$ cat config.mk
export PLATFORM = sky130hd
export DESIGN_NAME = asm_alert_logic
export DESIGN_NICKNAME = d
export VERILOG_FILES = /design/src/asm_pkg.sv /design/src/asm_window_if.sv /design/src/asm_window_cmp.sv /design/src/asm_alert_logic.sv
export SDC_FILE = /design/constraint.sdc
export NUM_CORES = 1
export LEC_CHECK = 0
export ABC_AREA = 1
export BUFFER_PORTS_ARGS = -buffer_cell sky130_fd_sc_hd__buf_2
export CORE_ASPECT_RATIO = 0.8
export CORE_MARGIN = 2
export CORE_UTILIZATION = 54
export DETAILED_ROUTE_END_ITERATION = 7
export PLACE_DENSITY = 0.83
export SLEW_MARGIN = 25
export SYNTH_ARGS = -nofsm -noshare
export SYNTH_HDL_FRONTEND = slang
export SYNTH_SLANG_ARGS = --single-unit
$ cat constraint.sdc
create_clock -name mclk -period 3.1 [get_ports mclk]
set_input_delay 0.155 -clock mclk [delete_from_list [all_inputs] [get_ports mclk]]
set_output_delay 0.155 -clock mclk [all_outputs]
set_load 0.01 [all_outputs]
$ cat src/asm_pkg.sv
/*
 * constants shared by the alert status and mask logic: register offsets,
 * status and mask bit positions, reset values and shared-pin encodings.
 * assumes an 8-bit register port driven by the device's serial interface.
 */
package asm_pkg;

    ////////////////////////////////////////////////////////////////////////
    // register offsets on the internal register port
    localparam logic [7:0] OFF_FAULT_STATUS_SECOND = 8'h42;
    localparam logic [7:0] OFF_ALERT_MASK_FIRST = 8'h74;
    localparam logic [7:0] OFF_ALERT_MASK_SECOND = 8'h75;

    ////////////////////////////////////////////////////////////////////////
    // reset values and unmapped read data
    localparam logic [7:0] RST_FAULT_STATUS_SECOND = 8'h00;
    localparam logic [7:0] RST_ALERT_MASK_FIRST = 8'h00;
    localparam logic [7:0] RST_ALERT_MASK_SECOND = 8'h00;
    localparam logic [7:0] RST_READ_DATA = 8'h00;
    localparam logic [7:0] UNMAPPED_READ_DATA = 8'h00;

    ////////////////////////////////////////////////////////////////////////
    // bit positions of the second status and second mask registers
    localparam int BIT_REMOTE_DIODE_B_FAULT = 7;
    localparam int BIT_REMOTE_DIODE_A_FAULT = 6;
    localparam int BIT_FOURTH_FAN_OR_THERMAL = 5;
    localparam int BIT_THIRD_FAN = 4;
    localparam int BIT_SECOND_FAN = 3;
    localparam int BIT_FIRST_FAN = 2;
    localparam int BIT_OVERTEMP = 1;
    localparam int BIT_HIGH_RAIL_OR_ID = 0;

    // bit of the first mask register that masks the whole second register
    localparam int BIT_SECOND_REGISTER_SUMMARY = 7;

    ////////////////////////////////////////////////////////////////////////
    // shared pin 14 function codes
    localparam logic [1:0] PIN14_FOURTH_SPEED = 2'h0;
    localparam logic [1:0] PIN14_THERMAL = 2'h1;
    localparam logic [1:0] PIN14_ALERT = 2'h2;
    localparam logic [1:0] PIN14_GENERAL = 2'h3;

    // widths
    localparam int REG_WIDTH = 8;
    localparam int VID_WIDTH = 5;
    localparam int CHAN_WIDTH = 8;

endpackage

$ cat src/asm_window_if.sv
/*
 * interface joining the alert logic to its limit window comparator.
 * assumes both ends run in the mclk domain.
 */
`timescale 1ns/10ps
interface asm_window_if #(
    parameter int WIDTH = 8
);
    logic [WIDTH-1:0] value;
    logic [WIDTH-1:0] low_limit;
    logic [WIDTH-1:0] high_limit;
    logic over_high;
    logic under_low;

    // comparator end
    modport cmp (
        input value,
        input low_limit,
        input high_limit,
        output over_high,
        output under_low
    );

    // user end
    modport user (
        output value,
        output low_limit,
        output high_limit,
        input over_high,
        input under_low
    );
endinterface

$ cat src/asm_window_cmp.sv
/*
 * limit window comparator for one measurement channel.
 * assumes value and limits are unsigned and stable in the mclk domain.
 */
`timescale 1ns/10ps
module asm_window_cmp (
    asm_window_if.cmp win
);

    ////////////////////////////////////////////////////////////////////////
    // high limit is strictly greater, low limit is less or equal
    always_comb
    begin
        win.over_high = win.value > win.high_limit;
        win.under_low = win.value <= win.low_limit;
    end

endmodule

$ cat src/asm_alert_logic.sv
/*
 * second fault status register, the two alert mask registers and the
 * active-low alert output with its routing onto the two shared pins.
 * assumes condition levels come from mclk-domain monitor logic, that pin
 * configuration bits come from configuration registers held elsewhere and
 * reset to zero, and that the register port is driven by the serial slave.
 */
// Summary of operation
// - bits 7,6 flag remote diode open/short
// - bit 5 flags fourth fan/thermal/general pin
// - bits 4,3,2 flag slow fans 3,2,1
// - bit 1 set while overtemperature exceeded
// - bit 0 high rail violation or id change
// - sticky until read with condition gone
// - alert held until out-of-limit ends and read
// - overtemperature bit clears without a read
// - mask blocks alert only, status still sets
// - first mask bit 7 blocks second register
// - first mask bits 6..0 block first sources
// - second mask bits 7,6 block diode faults
// - second mask bit 5 blocks fourth source
// - second mask bits 4..2 block fans
// - second mask bits 1,0 block overtemp, rail
// - alert disabled after reset, routable
// - pin 10 carries alert or fan drive
// - summary bit set when any second bit set
// - over is greater, under is less-or-equal
`timescale 1ns/10ps
module asm_alert_logic #(
    parameter int VID_W = asm_pkg::VID_WIDTH,
    parameter int CHAN_W = asm_pkg::CHAN_WIDTH
)(
    input wire logic mclk,
    input wire logic sys_rst,
    // register port
    input wire logic [7:0] reg_addr,
    input wire logic reg_wr,
    input wire logic reg_rd,
    input wire logic [7:0] reg_wdata,
    output logic [7:0] reg_rdata,
    // conditions from the monitor logic
    input wire logic remote_diode_b_fault,
    input wire logic remote_diode_a_fault,
    input wire logic fourth_fan_slow,
    input wire logic thermal_timer_over,
    input wire logic third_fan_flag,
    input wire logic second_fan_flag,
    input wire logic first_fan_flag,
    input wire logic overtemp_flag,
    input wire logic [CHAN_W-1:0] high_rail_value,
    input wire logic [CHAN_W-1:0] high_rail_low_limit,
    input wire logic [CHAN_W-1:0] high_rail_high_limit,
    input wire logic id_change_select,
    input wire logic [6:0] first_status_flags,
    // pins read by this block
    input wire logic shared_general_pin,
    input wire logic [VID_W-1:0] voltage_id_input,
    // pin configuration
    input wire logic pin10_alert_select,
    input wire logic [1:0] pin14_function,
    input wire logic second_fan_drive,
    // outputs
    output logic second_register_summary,
    output logic pin10_o,
    output logic pin10_oe_n,
    output logic pin14_o,
    output logic pin14_oe_n
);

    ////////////////////////////////////////////////////////////////////////
    // elaboration checks

    if (VID_W < 1 || VID_W > 8)
    begin : g_vid_check
        $error("voltage id width must be 1 to 8");
    end
    if (CHAN_W < 1)
    begin : g_chan_check
        $error("channel width must be positive");
    end

    ////////////////////////////////////////////////////////////////////////
    // state

    typedef struct packed {
        logic [7:0] fault_status_second;
        logic [7:0] alert_mask_first;
        logic [7:0] alert_mask_second;
        logic [7:0] rdata;
        logic gpio_meta;
        logic gpio_sync;
        logic [VID_W-1:0] vid_meta;
        logic [VID_W-1:0] vid_sync;
        logic [VID_W-1:0] vid_prev;
        logic vid_primed;
        logic summary;
        logic pin10_o;
        logic pin10_oe_n;
        logic pin14_o;
        logic pin14_oe_n;
    } asm_state_s;

    asm_state_s st;
    asm_state_s next_st;

    ////////////////////////////////////////////////////////////////////////
    // 12 v window comparator

    asm_window_if #(.WIDTH(CHAN_W)) rail_win ();

    assign rail_win.value = high_rail_value;
    assign rail_win.low_limit = high_rail_low_limit;
    assign rail_win.high_limit = high_rail_high_limit;

    asm_window_cmp u_rail_cmp (
        .win(rail_win.cmp)
    );

    ////////////////////////////////////////////////////////////////////////
    // helpers

    // true when some source is set and its mask bit is clear
    function automatic logic unmasked_any(
        input logic [7:0] flags,
        input logic [7:0] mask
    );
        unmasked_any = |(flags & ~mask);
    endfunction

    // true when the register port addresses a given offset
    function automatic logic port_hit(
        input logic [7:0] addr,
        input logic [7:0] offset
    );
        port_hit = addr == offset;
    endfunction

    ////////////////////////////////////////////////////////////////////////
    // live conditions feeding the second status register

    logic [7:0] cond;
    logic id_changed;
    logic fourth_cond;
    logic alert_enabled;
    logic alert_req;
    logic status_read;

    // fourth source depends on the function of pin 14
    always_comb
    begin
        case (pin14_function)
            asm_pkg::PIN14_THERMAL: fourth_cond = thermal_timer_over;
            asm_pkg::PIN14_GENERAL: fourth_cond = st.gpio_sync;
            asm_pkg::PIN14_FOURTH_SPEED: fourth_cond = fourth_fan_slow;
            default: fourth_cond = 1'b0; // pin is the alert
        endcase
    end

    // id change compares the synchronised code with the previous one
    assign id_changed = st.vid_primed && (st.vid_sync != st.vid_prev);

    // condition vector in register bit order
    always_comb
    begin
        cond = 8'h00;
        cond[asm_pkg::BIT_REMOTE_DIODE_B_FAULT] = remote_diode_b_fault;
        cond[asm_pkg::BIT_REMOTE_DIODE_A_FAULT] = remote_diode_a_fault;
        cond[asm_pkg::BIT_FOURTH_FAN_OR_THERMAL] = fourth_cond;
        cond[asm_pkg::BIT_THIRD_FAN] = third_fan_flag;
        cond[asm_pkg::BIT_SECOND_FAN] = second_fan_flag;
        cond[asm_pkg::BIT_FIRST_FAN] = first_fan_flag;
        cond[asm_pkg::BIT_OVERTEMP] = overtemp_flag;
        if (id_change_select)
        begin
            cond[asm_pkg::BIT_HIGH_RAIL_OR_ID] = id_changed;
        end
        else
        begin
            cond[asm_pkg::BIT_HIGH_RAIL_OR_ID] =
                rail_win.over_high || rail_win.under_low;
        end
    end

    ////////////////////////////////////////////////////////////////////////
    // alert request from unmasked sources

    assign status_read = reg_rd &&
        port_hit(reg_addr, asm_pkg::OFF_FAULT_STATUS_SECOND);

    // alert enabled only when a pin is routed to it; config resets to 0
    assign alert_enabled = pin10_alert_select ||
        (pin14_function == asm_pkg::PIN14_ALERT);

    always_comb
    begin
        alert_req = 1'b0;
        // second register gated by its own mask and by first mask bit 7
        if (!st.alert_mask_first[asm_pkg::BIT_SECOND_REGISTER_SUMMARY]
            && unmasked_any(st.fault_status_second,
                st.alert_mask_second))
        begin
            alert_req = 1'b1;
        end
        // first register sources gated by first mask bits 6..0
        if (unmasked_any({1'b0, first_status_flags},
            {1'b1, st.alert_mask_first[6:0]}))
        begin
            alert_req = 1'b1;
        end
        alert_req = alert_req && alert_enabled;
    end

    ////////////////////////////////////////////////////////////////////////
    // next state

    always_comb
    begin
        next_st = st;

        // pin synchronisers, first stage read only by second
        next_st.gpio_meta = shared_general_pin;
        next_st.gpio_sync = st.gpio_meta;
        next_st.vid_meta = voltage_id_input;
        next_st.vid_sync = st.vid_meta;
        next_st.vid_prev = st.vid_sync;
        next_st.vid_primed = 1'b1;

        // sticky status: read clears only bits whose condition is gone,
        // and a condition present in the read cycle keeps its bit set
        if (status_read)
        begin
            next_st.fault_status_second =
                (st.fault_status_second & cond) | cond;
        end
        else
        begin
            next_st.fault_status_second =
                st.fault_status_second | cond;
        end
        // overtemperature follows its condition with no read needed
        next_st.fault_status_second[asm_pkg::BIT_OVERTEMP] =
            cond[asm_pkg::BIT_OVERTEMP];

        // mask register writes; status writes are ignored
        if (reg_wr)
        begin
            if (port_hit(reg_addr, asm_pkg::OFF_ALERT_MASK_FIRST))
            begin
                next_st.alert_mask_first = reg_wdata;
            end
            else if (port_hit(reg_addr, asm_pkg::OFF_ALERT_MASK_SECOND))
            begin
                next_st.alert_mask_second = reg_wdata;
            end
        end

        // read data captured on the read strobe
        if (reg_rd)
        begin
            if (status_read)
            begin
                next_st.rdata = st.fault_status_second;
            end
            else if (port_hit(reg_addr, asm_pkg::OFF_ALERT_MASK_FIRST))
            begin
                next_st.rdata = st.alert_mask_first;
            end
            else if (port_hit(reg_addr, asm_pkg::OFF_ALERT_MASK_SECOND))
            begin
                next_st.rdata = st.alert_mask_second;
            end
            else
            begin
                next_st.rdata = asm_pkg::UNMAPPED_READ_DATA;
            end
        end

        // summary bit for the first status register
        next_st.summary = |next_st.fault_status_second;

        // pin 10: open-drain alert or push-pull second fan drive
        if (pin10_alert_select)
        begin
            next_st.pin10_o = 1'b0;
            next_st.pin10_oe_n = !alert_req;
        end
        else
        begin
            next_st.pin10_o = second_fan_drive;
            next_st.pin10_oe_n = 1'b0;
        end

        // pin 14: open-drain alert when so configured, else released here
        next_st.pin14_o = 1'b0;
        if (pin14_function == asm_pkg::PIN14_ALERT)
        begin
            next_st.pin14_oe_n = !alert_req;
        end
        else
        begin
            next_st.pin14_oe_n = 1'b1;
        end
    end

    ////////////////////////////////////////////////////////////////////////
    // state register

    always_ff @(posedge mclk or posedge sys_rst)
    begin
        if (sys_rst)
        begin
            st.fault_status_second <= asm_pkg::RST_FAULT_STATUS_SECOND;
            st.alert_mask_first <= asm_pkg::RST_ALERT_MASK_FIRST;
            st.alert_mask_second <= asm_pkg::RST_ALERT_MASK_SECOND;
            st.rdata <= asm_pkg::RST_READ_DATA;
            st.gpio_meta <= 1'b0;
            st.gpio_sync <= 1'b0;
            st.vid_meta <= '0;
            st.vid_sync <= '0;
            st.vid_prev <= '0;
            st.vid_primed <= 1'b0;
            st.summary <= 1'b0;
            st.pin10_o <= 1'b0;
            st.pin10_oe_n <= 1'b1; // alert function off after reset
            st.pin14_o <= 1'b0;
            st.pin14_oe_n <= 1'b1;
        end
        else
        begin
            st <= next_st;
        end
    end

    ////////////////////////////////////////////////////////////////////////
    // outputs from flip-flops

    assign reg_rdata = st.rdata;
    assign second_register_summary = st.summary;
    assign pin10_o = st.pin10_o;
    assign pin10_oe_n = st.pin10_oe_n;
    assign pin14_o = st.pin14_o;
    assign pin14_oe_n = st.pin14_oe_n;

endmodule

Word-level counts from Yosys, hierarchy flattened
Cells that the tools add are included.
- $lt $le $gt $ge: 2
- equality and inequality tests: 7
- muxes and demuxes: 10
- bitwise operators: 8
- reduce and logical (&&, ||, !) cells: 14
- operators with widths (cell ; number):
    8-bit 2-to-1 mux ; 4
    8-bit by 7-bit equality test with 1-bit output, second input constant ; 3
    8-bit OR reduction ; 3
    8-bit bitwise AND ; 2
    8-bit inverter ; 2
    8-bit OR ; 2
    7-bit by 8-bit bitwise AND with 8-bit output ; 1
    8-bit > comparator ; 1
    8-bit less-or-equal comparator ; 1
    5-bit inequality test ; 1
    2-bit equality test, second input constant ; 2
    1-bit logical AND ; 4
    1-bit 2-to-1 mux ; 4
    1-bit case mux with 3 select lines ; 1
    3-bit AND reduction ; 1
    2-bit by 1-bit equality test with 1-bit output, second input constant ; 1
    1-bit logical NOT ; 2
    2-bit logical NOT ; 1
    1-bit logical OR ; 2
    2-bit 2-to-1 mux ; 1
    2-bit AND reduction ; 1
    1-bit inverter ; 1
- register bits after elaboration: 54
- input port bits: 70
- output and inout bits: 13
- logic and storage cells: 55

Longest topological paths before layout
- depth after elaboration: 9
- mapped depth: 12
- depth with buffers taken out: 12

Modules after synthesis
Synthesis repeated with hierarchy kept, for this count alone.
- cell total of the unflattened synthesis: 357
- area, all modules: 2934.1 µm²
- by module, submodules not included (module ; times used ; cells each ; area each (µm²) ; seq. area each (µm²)):
    asm_alert_logic ; 1 ; 288 ; 2508.7 ; 1353.8
    asm_window_cmp ; 1 ; 69 ; 425.4 ; 0.0

Least setup slack after synthesis
Ideal clock, no wire load.
- path kind: input-to-reg
- from: input high_rail_high_limit[1]
- to: register st, in the netlist second_register_summary
- library setup time: 127 ps
- data arrival time: 1014 ps
- data required time: 2973 ps
- setup slack: 1959 ps
- stages: 12
- buffers on the path: 0
- cells stage by stage: inv_1 -> ha_1 -> inv_1 -> nor2_1 -> o21ai_0 -> nand2_1 -> nand2_1 -> nand2_1 -> nand2_1 -> nand2_1 -> nand2_1 -> nand3_1
- RTL lines (what ; RTL line ; RTL):
    start, declared ; asm_alert_logic.sv:52 ; input wire logic [CHAN_W-1:0] high_rail_high_limit,
    end signal, assigned ; asm_alert_logic.sv:330 ; st <= next_st;
    end, declared ; asm_alert_logic.sv:103 ; asm_state_s st;

==> reports/results.tsv <==
stage	metric	value	unit
outcome	outcome	completed	
timing	maximum clock rate	0.809	GHz
logic_synthesis	cell with the most instances after synthesis	nand2_1	
die	DIE AREA	5800	µm²
timing	clock period minus worst slack	1240	ps
clock_network	Worst-path clk slew	100	ps
logic_synthesis	EDFF count, synth	0	
grt	largest net degree at the start of global routing	37	
timing	Final Max Tran Viols	0	
power	internal power	0.000976	W
drt	Routed Antenna Nets	0	
drt	via count	2349	
finish	nets	504	
clock_network	CTS tree	built	
power	Sw Pwr	0.000350	W
power	Comb power frac	0.130	
worst_setup_path	Crit Reg-Reg Endpoint	second_register_summary$_DFF_PP0_	
grt	vias in the first global route	2326	
worst_setup_path	Startpoint Class	input pin	
timing	period utilization	0.399	
worst_setup_path	crit-path max cell delay	530	ps
drt	DR iter-0 viols	113	
timing	Slew @ Worst Pin	701	ps
worst_setup_path	cell depth of the worst setup path	4	
clock_network	Clock Path Buffers	2	
placed_design	Placer Congestion	0.834	
finish	Inserted Diodes	0	
timing	relative slew slack	0.532	
logic_synthesis	largest cells by area after synthesis	dfrtp_1 46%, nand2_1 12%, inv_1 8.4%	
worst_setup_path	R2R Setup Slk	1920	ps
die	FP Rows	23	
power	clock share of power	0.309	
finish	Syn-to-layout area delta	20.8	%
die	die height	68.5	µm
logic_synthesis	top cells by count, synth	88 x nand2_1, 63 x inv_1, 52 x dfrtp_1	
clock_network	post_cts resized	0	
worst_setup_path	Critical Path AT	1720	ps
logic_synthesis	syn_area_per_cell	8.46	µm²
worst_setup_path	worst setup path end	st[50]$_DFF_PP0_	
die	Initial Util	0.561	
logic_synthesis	Yosys warning count	0	
power	share of total power in sequential cells	0.562	
placed_design	placed cell count	464	
drt	total wire length	5.87	mm
power	Peak VDD IR	0.000228	V
clock_network	clock buffer count from CTS	5	
grt	first-pass GRT wire length	10.1	mm
placed_design	post-DP HPWL	4.70	mm
worst_setup_path	crit path launch	sys_rst	
worst_setup_path	CP Buf/Inv Count	4	
logic_synthesis	FF+latch count, synth	54	
grt	total track usage	0.225	
drt	drt drc	0	
die	CORE AREA	5010	µm²
die	num ports	83	
clock_network	Post-CTS Setup Bufs	0	
placed_design	PortBufs	81	
logic_synthesis	Synthesized Nets	418	
logic_synthesis	Syn Inst Count	332	
worst_setup_path	crit-path cells	dlygate4sd3_1 > buf_2 > inv_2 > buf_4	
timing	final hold viol count	0	
clock_network	Max H-tree Level	2	
drt	Avg Vias per Cell	4.88	
worst_setup_path	slowest CP cell	dlygate4sd3_1	
logic_synthesis	Mapped Area	2810	µm²
drt	wire per inst	12.2	µm
worst_setup_path	critical path class	in2async	
worst_setup_path	Critical Path End Type	asynchronous set/reset pin	
timing	RSZ-0062 raised after global routing	no	
job	maxcap violations	0	
timing	Setup Skew	14.5	ps
power	Leak	1.95	nW
finish	fraction of layout cells with a size suffix above 1	0.267	
worst_setup_path	Reg-to-Reg Start	next_st[7]$_DFF_PP0_	
clock_network	worst-skew pair later-pin latency	310	ps
logic_synthesis	share of the synthesized area in the top cell type	0.463	
power	switch share	0.264	
worst_setup_path	reg2reg path depth	6	
grt	initial antenna violation count	0	
finish	Finished Core Util	0.677	
timing	final hold slack	31.8	ps
grt	total grt overflow	0	
finish	Finished Layout Cells	481	
logic_synthesis	Main synth FF type	dfrtp_1	
worst_setup_path	family with the most delay on the worst path	buffers and inverters	
logic_synthesis	top cell type by total area after synthesis	dfrtp_1	
power	Final Total Pwr	0.00133	W
logic_synthesis	Distinct cells, synth	33	
clock_network	Clock Sinks	54	
logic_synthesis	Seq/Total Area, Yosys	0.482	
worst_setup_path	Req. time, crit path	3590	ps
worst_hold_path	worst min path class	in2reg	
logic_synthesis	FFs w/ async S/R, synth	1.00	
timing	# setup viols final	0	
timing	setup TNS	0	ps
clock_network	Root Driver	clkbuf_8	
power	PwrDens	391	nW/µm²
worst_setup_path	CP max FO	36	
drt	DR pass1 iterations	4	
die	Die W	84.6	µm
[how the worst min path moves through the flow]
| stage | from | endpoint | cells after the start |
|---|---|---|---|
| 6_report | second_fan_drive | pin10_o$_DFF_PP0_ | 3 |
| 5_1_grt | second_fan_drive | pin10_o$_DFF_PP0_ | 3 |
| 4_1_cts | second_fan_drive | pin10_o$_DFF_PP0_ | 3 |
| 3_5_place_dp | voltage_id_input[4] | next_st[15]$_DFF_PP0_ | 1 |
| 3_3_place_gp | voltage_id_input[4] | next_st[15]$_DFF_PP0_ | 1 |
| 2_1_floorplan | voltage_id_input[0] | next_st[11]$_DFF_PP0_ | 0 |
[final cells by class]
type                       instances  area [µm²]
timing repair buffer              91         503
clock buffer                       5        68.8
fill                             427        1620
clock inverter                     3        28.8
sequential                        54        1350
multi-input combinational        201        1120
inverter                          65         244
tap                               62        77.6
[tightest hold or removal path, cell delays in order]
cell    delay [ps]
buf_2           90
inv_1           40
nor2_1          30
[layout by cell type, fill, tap and decap left out, types with 3 or more instances in the layout]
master / synthesis / final
nand2_1: 88 / 88
buf_2: 0 / 81
inv_1: 63 / 62
dfrtp_1: 52 / 52
nor2_1: 22 / 22
ha_1: 16 / 16
a21oi_1: 10 / 10
dlygate4sd3_1: 0 / 9
o21ai_1: 8 / 8
o21ai_2: 8 / 8
nand3_1: 8 / 8
o22ai_1: 6 / 6
o211ai_1: 6 / 6
clkbuf_8: 0 / 5
inv_2: 2 / 3
nor3_1: 3 / 3
o21ai_0: 3 / 3
xor2_1: 3 / 3
[timing repair]
item	4_1_cts	5_1_grt
endpoints found under the hold margin	41	0
hold buffers	9	0
endpoints found under the setup margin	0	0
[power groups by stage]
stage	Sequential (W)	Clock, W	Combinational (W)
after floorplan	0.000753	0	0.0000940
after global placement	0.000757	0	0.000157
after detailed placement	0.000758	0	0.000165
after CTS	0.000745	0.000420	0.000174
after global routing	0.000748	0.000445	0.000200
final	0.000745	0.000409	0.000172
[routing by layer]
metal	vias to the layer above	routed length, µm	GRT usage
li1	1196	-	-
met1	1063	2690	0.298
met2	86	2650	0.376
met3	4	494	0.0583
met4	0	37	0.0635
met5	-	0	0
[stage by stage]
| step | cell area [µm²] | worst slack [ps] |
|---|---|---|
| finish | 3390 | 1860 |
| global route | 3390 | 1670 |
| CTS | 3390 | 1820 |
| detailed placement | 3200 | 1700 |
| global placement | 3200 | 1750 |
| floorplan | 2810 | 1630 |
[cells by family (layout without fill, tap and decap cells)]
family,count (synthesis),after routing,share of synthesized area
simple gates,132,132,0.203
buf+inv,77,164,0.120
flops,54,54,0.482
compound gates,47,47,0.108
fa+ha+maj,16,16,0.0713
xor+xnor,4,4,0.0125
other cells,2,2,0.00267
[flip-flops by register name (all words and copies together), names as in the netlist]
signal                   flops
next_st                     11
pin10_o                      1
pin10_oe_n                   1
pin14_oe_n                   1
reg_rdata                    8
second_register_summary      1
st                          31
Note: power is estimated with default switching activity, not from simulation.
